===== src/include/bom_cfg.svh =====
`ifndef BOM_CFG_SVH
`define BOM_CFG_SVH
// ---------------------------------------------------------------
// register offsets (byte addresses, one word each)
// ---------------------------------------------------------------
`define OFF_CONFIG 8'h00
`define OFF_COMMAND 8'h04
`define OFF_STATUS 8'h08
`define OFF_RX_DL 8'h0C
`define OFF_TX_DL 8'h10
// ---------------------------------------------------------------
// configuration fields
// ---------------------------------------------------------------
`define CFG_HDLC_ACT 0
`define CFG_BOM_ACT 1
`define CFG_FIFO_EN 2
`define CFG_IN_TS 3
`define CFG_BRM 4
`define CFG_THR_LO 5
`define CFG_THR_HI 6
`define CFG_REG_TX 7
`define CFG_RESET 8'h00
`define CMD_RX_RESET 0
`define TX_DL_RESET 24'h000000
// ---------------------------------------------------------------
// stream constants
// ---------------------------------------------------------------
`define ONES_SYNC 4'h8
`define ONES_LAST 4'h7
`define SYNC_WINDOW_LAST 6'h1F
`define WINDOW_MAX 6'h3F
`define PACKET_BYTES 6'h0A
`define THR_32 6'h20
`define THR_16 6'h10
`define THR_4 6'h04
`define THR_2 6'h02
`define FLAG_PATTERN 8'h7E
`define STATUS_BYTE 8'h80
`define BIT_LAST 3'h7
`endif


===== src/include/bom_pkg.sv =====
package bom_pkg;
    typedef enum logic {MODE_HDLC = 1'b0, MODE_BOM = 1'b1} rx_mode_t;
    typedef enum logic [1:0] {SAMP_HUNT = 2'b00, SAMP_CAPT = 2'b01} samp_t;
    typedef enum logic [1:0] {TX_IDLE = 2'b00, TX_SYNC = 2'b01, TX_DATA = 2'b11} tx_state_t;
endpackage : bom_pkg


===== src/hdl/sat_counter.sv =====
`timescale 1ns/10ps
module sat_counter #(
    parameter int W = 4
) (
    input wire logic pclk,
    input wire logic presetn,
    input wire logic clear,
    input wire logic inc,
    input wire logic [W-1:0] max,
    output logic [W-1:0] count
);
    // clear wins over increment; holds at max
    always_ff @(posedge pclk or negedge presetn) begin
        if (!presetn) begin
            count <= '0;
        end else if (clear) begin
            count <= '0;
        end else if (inc && count != max) begin
            count <= W'(count + 1'b1);
        end
    end
endmodule : sat_counter


===== src/hdl/bom_datalink_receiver.sv =====
// Implementation choices: register access over APB and the register addresses.
`timescale 1ns/10ps
`include "bom_cfg.svh"
module bom_datalink_receiver
    import bom_pkg::*;
(
    input wire logic pclk,
    input wire logic presetn,
    input wire logic psel,
    input wire logic penable,
    input wire logic pwrite,
    input wire logic [7:0] paddr,
    input wire logic [31:0] pwdata,
    output logic [31:0] prdata,
    output logic pready,
    output logic pslverr,
    input wire logic rx_dl_strobe,
    input wire logic rx_dl_bit,
    input wire logic rx_mf_begin,
    input wire logic tx_dl_strobe,
    input wire logic tx_mf_begin,
    input wire logic [7:0] hdlc_rx_byte,
    input wire logic hdlc_rx_byte_valid,
    input wire logic hdlc_tx_bit,
    input wire logic [7:0] tx_fifo_data,
    input wire logic tx_fifo_valid,
    output logic tx_dl_bit,
    output logic tx_fifo_rd,
    output logic receive_fifo_wr,
    output logic [7:0] receive_fifo_data,
    output logic hdlc_rx_bit,
    output logic hdlc_rx_bit_valid,
    output logic sync_fail_irq,
    output logic message_end_irq,
    output logic pool_irq,
    output logic rx_mf_irq,
    output logic tx_mf_irq
);
    // ---------------------------------------------------------------
    // register file
    // ---------------------------------------------------------------
    logic [7:0] common_config_one;
    logic [23:0] rx_datalink_regs;
    logic [23:0] tx_datalink_regs;
    logic receiver_reset_cmd;
    rx_mode_t mode;
    samp_t samp;
    wire logic wr_acc = psel & penable & pwrite & pready;
    wire logic hdlc_receiver_active = common_config_one[`CFG_HDLC_ACT];
    wire logic bitmsg_receiver_active = common_config_one[`CFG_BOM_ACT];
    wire logic datalink_fifo_enable = common_config_one[`CFG_FIFO_EN];
    wire logic in_timeslot_enable = common_config_one[`CFG_IN_TS];
    wire logic bitmsg_receive_mode = common_config_one[`CFG_BRM];
    wire logic datalink_reg_tx_enable = common_config_one[`CFG_REG_TX];
    wire logic route = datalink_fifo_enable & ~in_timeslot_enable;
    wire logic bitmsg_mode_indicator = (mode == MODE_BOM);
    logic [31:0] next_prdata;
    logic next_err;

    // zero wait: pready rises in the access phase of every transfer
    always_ff @(posedge pclk or negedge presetn) begin
        if (!presetn) begin
            pready <= 1'b0;
        end else begin
            pready <= psel & ~penable;
        end
    end

    always_comb begin
        next_prdata = 32'h00000000;
        next_err = 1'b0;
        case (paddr)
            `OFF_CONFIG: next_prdata = {24'h000000, common_config_one};
            `OFF_COMMAND: next_prdata = 32'h00000000;
            `OFF_STATUS: next_prdata = {30'h00000000, samp == SAMP_CAPT,
                bitmsg_mode_indicator};
            `OFF_RX_DL: next_prdata = {8'h00, rx_datalink_regs};
            `OFF_TX_DL: next_prdata = {8'h00, tx_datalink_regs};
            default: next_err = 1'b1;
        endcase
    end

    // read data is captured at the end of the setup phase, on the same edge that raises pready
    always_ff @(posedge pclk or negedge presetn) begin
        if (!presetn) begin
            prdata <= 32'h00000000;
            pslverr <= 1'b0;
        end else if (psel && !penable) begin
            prdata <= pwrite ? 32'h00000000 : next_prdata;
            pslverr <= next_err;
        end
    end

    // mode bits may be rewritten at any time, no reset needed
    always_ff @(posedge pclk or negedge presetn) begin
        if (!presetn) begin
            common_config_one <= `CFG_RESET;
            tx_datalink_regs <= `TX_DL_RESET;
        end else if (wr_acc && paddr == `OFF_CONFIG) begin
            common_config_one <= pwdata[7:0];
        end else if (wr_acc && paddr == `OFF_TX_DL) begin
            tx_datalink_regs <= pwdata[23:0];
        end
    end

    always_ff @(posedge pclk or negedge presetn) begin
        if (!presetn) begin
            receiver_reset_cmd <= 1'b0;
        end else begin
            receiver_reset_cmd <= wr_acc && paddr == `OFF_COMMAND && pwdata[`CMD_RX_RESET];
        end
    end

    // ---------------------------------------------------------------
    // receive stream watch
    // ---------------------------------------------------------------
    logic [7:0] hist;
    logic [3:0] ones;
    logic [5:0] win;
    logic [5:0] stored;
    logic [5:0] limit;
    logic [2:0] cidx;
    logic [7:0] cand;
    logic status_pend;
    wire logic [7:0] next_hist = {hist[6:0], rx_dl_bit};
    wire logic flag_now = rx_dl_strobe && next_hist == `FLAG_PATTERN;
    wire logic run_hit = rx_dl_strobe && rx_dl_bit && ones == `ONES_LAST;
    wire logic enter_bom = mode == MODE_HDLC && bitmsg_receiver_active && run_hit
        && !receiver_reset_cmd;
    wire logic leave_bom = mode == MODE_BOM && !receiver_reset_cmd
        && (flag_now || !bitmsg_receiver_active);
    wire logic bom_stay = (mode == MODE_BOM && !leave_bom && !receiver_reset_cmd)
        || enter_bom;
    wire logic win_done = rx_dl_strobe && mode == MODE_BOM && win == `SYNC_WINDOW_LAST
        && !run_hit;
    wire logic byte_done = bom_stay && rx_dl_strobe && samp == SAMP_CAPT
        && cidx == `BIT_LAST;
    wire logic [7:0] full_byte = {rx_dl_bit, cand[6:0]};
    wire logic store = byte_done && route && !cand[0] && !rx_dl_bit;
    wire logic count_hit = store && 6'(stored + 1'b1) >= limit;
    wire logic close_msg = leave_bom && route
        && (bitmsg_receive_mode || !bitmsg_receiver_active);

    always_ff @(posedge pclk or negedge presetn) begin
        if (!presetn) begin
            hist <= 8'h00;
        end else if (rx_dl_strobe) begin
            hist <= next_hist;
        end
    end

    sat_counter #(.W(4)) ones_run (
        .pclk(pclk),
        .presetn(presetn),
        .clear(receiver_reset_cmd | (rx_dl_strobe & ~rx_dl_bit)),
        .inc(rx_dl_strobe & rx_dl_bit),
        .max(`ONES_SYNC),
        .count(ones)
    );

    // the window restarts at every sync run so a healthy stream never trips it
    sat_counter #(.W(6)) sync_window (
        .pclk(pclk),
        .presetn(presetn),
        .clear(receiver_reset_cmd | ~bom_stay | run_hit | win_done),
        .inc(rx_dl_strobe),
        .max(`WINDOW_MAX),
        .count(win)
    );

    always_ff @(posedge pclk or negedge presetn) begin
        if (!presetn) begin
            mode <= MODE_HDLC;
        end else if (receiver_reset_cmd) begin
            mode <= MODE_HDLC;
        end else if (enter_bom) begin
            mode <= MODE_BOM;
        end else if (leave_bom) begin
            mode <= MODE_HDLC;
        end
    end

    // ---------------------------------------------------------------
    // byte sampling
    // ---------------------------------------------------------------
    always_ff @(posedge pclk or negedge presetn) begin
        if (!presetn) begin
            samp <= SAMP_HUNT;
            cidx <= 3'h0;
            cand <= 8'h00;
        end else if (!bom_stay) begin
            samp <= SAMP_HUNT;
            cidx <= 3'h0;
        end else if (rx_dl_strobe) begin
            case (samp)
                SAMP_HUNT: begin
                    if (run_hit || win_done) begin
                        samp <= SAMP_CAPT;
                        cidx <= 3'h0;
                    end
                end
                SAMP_CAPT: begin
                    cand[cidx] <= rx_dl_bit;
                    cidx <= 3'(cidx + 1'b1);
                    if (cidx == `BIT_LAST) begin
                        samp <= SAMP_HUNT;
                    end
                end
                default: begin
                    samp <= SAMP_HUNT;
                end
            endcase
        end
    end

    always_comb begin
        case (common_config_one[`CFG_THR_HI:`CFG_THR_LO])
            2'b00: limit = `THR_32;
            2'b01: limit = `THR_16;
            2'b10: limit = `THR_4;
            default: limit = `THR_2;
        endcase
        if (!bitmsg_receive_mode) begin
            limit = `PACKET_BYTES;
        end
    end

    always_ff @(posedge pclk or negedge presetn) begin
        if (!presetn) begin
            stored <= 6'h00;
        end else if (!bom_stay || count_hit) begin
            stored <= 6'h00;
        end else if (store) begin
            stored <= 6'(stored + 1'b1);
        end
    end

    // a new closing event wins over the write that drains the last one
    always_ff @(posedge pclk or negedge presetn) begin
        if (!presetn) begin
            status_pend <= 1'b0;
        end else if ((count_hit && !bitmsg_receive_mode) || close_msg) begin
            status_pend <= 1'b1;
        end else if (!store || !route) begin
            status_pend <= 1'b0;
        end
    end

    always_ff @(posedge pclk or negedge presetn) begin
        if (!presetn) begin
            receive_fifo_wr <= 1'b0;
            receive_fifo_data <= 8'h00;
        end else if (!datalink_fifo_enable) begin
            receive_fifo_wr <= hdlc_rx_byte_valid;
            receive_fifo_data <= hdlc_rx_byte;
        end else if (store) begin
            receive_fifo_wr <= 1'b1;
            receive_fifo_data <= full_byte;
        end else if (status_pend && route) begin
            receive_fifo_wr <= 1'b1;
            receive_fifo_data <= `STATUS_BYTE;
        end else begin
            receive_fifo_wr <= 1'b0;
        end
    end

    always_ff @(posedge pclk or negedge presetn) begin
        if (!presetn) begin
            message_end_irq <= 1'b0;
            pool_irq <= 1'b0;
            sync_fail_irq <= 1'b0;
        end else begin
            message_end_irq <= datalink_fifo_enable && route && status_pend && !store;
            pool_irq <= count_hit && bitmsg_receive_mode;
            sync_fail_irq <= win_done;
        end
    end

    // hdlc receiver sees every bit, so a frame is taken straight out of bom mode
    always_ff @(posedge pclk or negedge presetn) begin
        if (!presetn) begin
            hdlc_rx_bit <= 1'b0;
            hdlc_rx_bit_valid <= 1'b0;
        end else begin
            hdlc_rx_bit <= rx_dl_bit;
            hdlc_rx_bit_valid <= rx_dl_strobe && hdlc_receiver_active;
        end
    end

    // ---------------------------------------------------------------
    // multiframe registers
    // ---------------------------------------------------------------
    logic [23:0] rx_shift;
    logic [23:0] tx_shift;

    always_ff @(posedge pclk or negedge presetn) begin
        if (!presetn) begin
            rx_shift <= 24'h000000;
        end else if (rx_dl_strobe) begin
            rx_shift <= {rx_dl_bit, rx_shift[23:1]};
        end
    end

    always_ff @(posedge pclk or negedge presetn) begin
        if (!presetn) begin
            rx_datalink_regs <= 24'h000000;
            rx_mf_irq <= 1'b0;
        end else begin
            rx_mf_irq <= rx_mf_begin;
            if (rx_mf_begin) begin
                rx_datalink_regs <= rx_shift;
            end
        end
    end

    always_ff @(posedge pclk or negedge presetn) begin
        if (!presetn) begin
            tx_shift <= 24'h000000;
            tx_mf_irq <= 1'b0;
        end else begin
            tx_mf_irq <= tx_mf_begin && datalink_reg_tx_enable;
            if (tx_mf_begin && datalink_reg_tx_enable) begin
                tx_shift <= tx_datalink_regs;
            end else if (tx_dl_strobe) begin
                tx_shift <= {1'b1, tx_shift[23:1]};
            end
        end
    end

    // ---------------------------------------------------------------
    // transmit from fifo
    // ---------------------------------------------------------------
    tx_state_t tstate;
    logic [2:0] tcnt;
    logic [7:0] tbyte;
    wire logic fifo_path = route && !datalink_reg_tx_enable;
    wire logic tx_step = tx_dl_strobe && fifo_path;
    wire logic take = tstate == TX_DATA && tcnt == 3'h0 && tx_fifo_valid;
    logic fifo_bit;

    always_comb begin
        fifo_bit = 1'b1;
        if (tstate == TX_DATA) begin
            fifo_bit = (tcnt == 3'h0) ? (tx_fifo_data[0] | ~tx_fifo_valid) : tbyte[tcnt];
        end
    end

    // the preamble is the framer's job; only the sync byte is added here
    always_ff @(posedge pclk or negedge presetn) begin
        if (!presetn) begin
            tstate <= TX_IDLE;
            tcnt <= 3'h0;
            tbyte <= 8'h00;
        end else if (!fifo_path) begin
            tstate <= TX_IDLE;
            tcnt <= 3'h0;
        end else if (tx_step) begin
            case (tstate)
                TX_IDLE: begin
                    tcnt <= 3'h0;
                    if (tx_fifo_valid) begin
                        tstate <= TX_SYNC;
                    end
                end
                TX_SYNC: begin
                    tcnt <= 3'(tcnt + 1'b1);
                    if (tcnt == `BIT_LAST) begin
                        tstate <= TX_DATA;
                    end
                end
                TX_DATA: begin
                    if (tcnt == 3'h0 && !tx_fifo_valid) begin
                        tstate <= TX_IDLE;
                    end else begin
                        tcnt <= 3'(tcnt + 1'b1);
                        if (take) begin
                            tbyte <= tx_fifo_data;
                        end
                        if (tcnt == `BIT_LAST && !tx_fifo_valid) begin
                            tstate <= TX_IDLE;
                        end
                    end
                end
                default: begin
                    tstate <= TX_IDLE;
                end
            endcase
        end
    end

    always_ff @(posedge pclk or negedge presetn) begin
        if (!presetn) begin
            tx_dl_bit <= 1'b1;
            tx_fifo_rd <= 1'b0;
        end else begin
            tx_fifo_rd <= tx_step && take;
            if (tx_dl_strobe) begin
                tx_dl_bit <= datalink_reg_tx_enable ? tx_shift[0] :
                    route ? fifo_bit : hdlc_tx_bit;
            end
        end
    end
endmodule : bom_datalink_receiver


===== config.mk =====
export PLATFORM = sky130hd
export DESIGN_NAME = bom_datalink_receiver
export DESIGN_NICKNAME = d
export VERILOG_FILES = /design/src/include/bom_pkg.sv /design/src/hdl/sat_counter.sv /design/src/hdl/bom_datalink_receiver.sv
export VERILOG_INCLUDE_DIRS = /design/src /design/src/include
export SDC_FILE = /design/constraint.sdc
export NUM_CORES = 1
export LEC_CHECK = 0
export BUFFER_PORTS_ARGS = -buffer_cell sky130_fd_sc_hd__buf_2
export CORE_MARGIN = 4
export CORE_UTILIZATION = 50
export CTS_CLUSTER_SIZE = 25
export DETAILED_ROUTE_END_ITERATION = 10
export PLACE_DENSITY = 0.76
export SYNTH_ARGS = -nofsm -noshare
export SYNTH_HDL_FRONTEND = slang
export SYNTH_SLANG_ARGS = --single-unit

===== constraint.sdc =====
create_clock -name pclk -period 5.9 [get_ports pclk]
set_input_delay 0.59 -clock pclk [delete_from_list [all_inputs] [get_ports pclk]]
set_output_delay 0.59 -clock pclk [all_outputs]
set_load 0.005 [all_outputs]

==> impl_metrics.tcl <==
set metrics [dict create \
    grt_pass1_wl_um 30100 \
    setup_viol 0 \
    fin_crit_sh_pct 56.6 \
    r2r-start "stored[0]$_DFFE_PN0P_" \
    vias 5742 \
    totalWireLength_um 18100 \
    wl_per_cell_um 17.2 \
    async_flop_share_pct 100 \
    synth_area_leaders "dfrtp_1 (55%), mux2_2 (10%), nand2_1 (3.6%)" \
    synth_ff_type "dfrtp_1" \
    worstPathRequired_ns 6.21 \
    cts_buffers 17 \
    min_period_ns 3.34 \
    synth_top_area_share_pct 55.4 \
    maxCapViolCount 0 \
    cts_resized 0 \
    syn_inst 726 \
    max_freq_mhz 299 \
    portBuffers 104 \
    ys_types 57 \
    synth_edf_count 0 \
    synth-seq-cells 191 \
    start_kind "primary input" \
    initial_utilization_pct 51.4 \
    crit_fanout 24 \
    layout-drive-gt1-share_pct 27.4 \
    critPathKind "primary input to flop" \
    crit_arrival_ns 3.65 \
    yosysSeqAreaShare_pct 55.7 \
    postCtsSetupRepairBufs 0 \
    drt_first_pass_iters 4 \
    worst_pin_slew_ns 1.08 \
    crit_buf_inv 1 \
    nets 902 \
    crit_path_end_kind "flop" \
    drc 0 \
    clk_latency_ns 0.43 \
    grt_setup_unrepaired "no" \
    path_clk_slew_ns 0.06 \
    setup_tns_ns 0 \
    min_path_type "primary input to asynchronous set/reset pin" \
    skew_ns 0.00775 \
    rows 47 \
    hpwlAfterDp_um 12300 \
    cts_htree_levels 4 \
    power-per-cell-area_nw_per_um2 305 \
    fp.coreArea_sq_um 16700 \
    leakage_nw 4.52 \
    critPathMaxStageDelay_ns 0.94 \
    fp.dieW_um 139 \
    yosysWarnings 0 \
    cp-startpoint "paddr[0]" \
    power_mw 2.98 \
    cts_hold_buf 0 \
    drt_iter0_markers 494 \
    gp_congestion 0.838 \
    grt-ovfl-total 0 \
    globalRouteTotalUtil_pct 19.3 \
    cts-root-buf "clkbuf_16" \
    clock_sinks 191 \
    dieArea_sq_um 19300 \
    cp_top_family "simple AND/OR/NAND/NOR gates" \
    yosys.area.top_type "dfrtp_1" \
    antenna_found_initial 1 \
    ant_nets 0 \
    syn_avg_cell_area_sq_um 11.8 \
    grt_pass1_vias 5769 \
    status "complete, no violations" \
    cts_max_path_buffers 2 \
    io_pins 121 \
    grt_max_degree 135 \
    cts_tree "done" \
    maxSlewViolCount 0 \
    max_slew_margin_pct 27.7 \
    fillers 1379 \
    synth_area_sq_um 8580 \
    hold_viol 0 \
    crit_path_top_delay_cell "and2b_1" \
    viasPerCell 5.47 \
    peakVddDrop_v 0.000187 \
    die_h_um 139 \
    areaGrowthSynthToFinish_pct 14.0 \
    path_cells "buf_2, or4_4, nor4_4, and2_1, and2b_1, mux2_2" \
]
-- report_power, final --
part	internal [mW]	switching, mW	leakage, nW
Clock	0.614	0.486	0.257
Sequential	1.48	0.116	2.43
Combinational	0.163	0.121	1.83
Total	2.26	0.723	4.52
-- area by class of cell --
class | count | area [sq um] | area share [%]
Sequential cell | 191 | 4780 | 48.9
Multi-Input combinational cell | 477 | 3530 | 36.1
Timing Repair Buffer | 107 | 552 | 5.64
Clock buffer | 23 | 478 | 4.88
Tap cell | 220 | 275 | 2.81
Clock inverter | 9 | 85.1 | 0.870
Inverter | 21 | 78.8 | 0.806
Antenna cell | 1 | 2.50 | 0.0256
-- logic make-up after synthesis --
family          share of synthesized area (%)
flops                                    55.7
simple gates                             10.6
mux                                      17.1
compound gates                           9.38
buf+inv                                  3.49
fa+ha+maj                                2.63
xor+xnor                                 1.02
other cells                            0.0437
-- state kept, by name, indices dropped and copies added, names as in the netlist, 7 cells and up --
name / flops
rx_datalink_regs: 24
tx_shift: 24
receive_fifo_data: 8
prdata: 24
tbyte: 8
common_config_one: 8
cand: 7
rx_shift: 18
tx_datalink_regs: 24
-- final timing paths --
kind	to	depth (start not counted)	slack [ns]
max	tx_datalink_regs[3]$_DFFE_PN0P_	6	2.56
min	sync_fail_irq$_DFF_PN0_	1	0.33
max reg2reg	stored[3]$_DFFE_PN0P_	8	3.15
min reg2reg	tx_dl_bit$_DFFE_PN1P_	2	0.48
max in group asynchronous	tx_datalink_regs[16]$_DFFE_PN0P_	2	4.19
min in group pclk	receive_fifo_data[0]$_DFFE_PN0P_	2	0.37
-- cell usage in the layout (no fill, tap or decap), types with 5 or more instances in the layout --
| cell type | Yosys | final |
|---|---|---|
| inv_1 | 21 | 21 |
| xnor2_1 | 5 | 5 |
| nand3_1 | 11 | 11 |
| a21oi_1 | 16 | 16 |
| mux2i_1 | 31 | 31 |
| nand4_1 | 7 | 7 |
| clkbuf_16 | 0 | 17 |
| mux2_2 | 79 | 79 |
| nand3b_1 | 9 | 9 |
| dfrtp_1 | 190 | 190 |
| conb_1 | 1 | 8 |
| ha_1 | 18 | 18 |
| nor2b_1 | 6 | 6 |
| a221o_1 | 7 | 7 |
| nor4_1 | 6 | 5 |
| and2_1 | 8 | 9 |
| a22oi_1 | 23 | 23 |
| buf_2 | 2 | 103 |
| nor2_1 | 21 | 21 |
| xor2_1 | 5 | 5 |
| o21ai_0 | 55 | 55 |
| clkinvlp_4 | 0 | 6 |
| nand2_1 | 83 | 83 |
| nand2b_1 | 5 | 5 |
| nor3_1 | 10 | 10 |
| mux2_1 | 20 | 20 |
-- Yosys cell counts, drive strengths merged (4+ instances only) --
library cell / count
nor3: 11
buf: 16
dfrtp: 190
and4: 4
nand2: 83
nor2: 21
mux2: 99
nand3b: 9
nand2b: 5
a22oi: 23
a221o: 7
ha: 18
and2: 9
a21oi: 16
nor2b: 6
mux2i: 31
nand3: 11
nand4: 7
clkbuf: 28
inv: 21
o21ai: 55
xnor2: 5
xor2: 5
nor4: 7
-- metrics by stage --
step	instance area, sq um	util [%]	hold WS (ns)	worst slack, ns	cells
finish	9780	58.6	0.331	2.56	1049
global route	9780	58.6	0.370	2.32	1049
CTS	9780	58.6	0.352	2.56	1048
detailed placement	9220	55.2	0.471	2.12	1016
global placement	9220	55.2	0.458	2.15	1016
floorplan	8610	-	0.294	3.36	733
-- per-layer routing --
layer	vias to the layer above	wire length [um]	GRT usage [%]	part of all wire, %
li1	2748	-	-	-
met1	2866	8540	27.7	47
met2	105	8570	29.6	47
met3	23	601	3.21	3.3
met4	0	390	7.31	2.2
met5	-	0	0	0
Power figures use the tool's default switching activity.
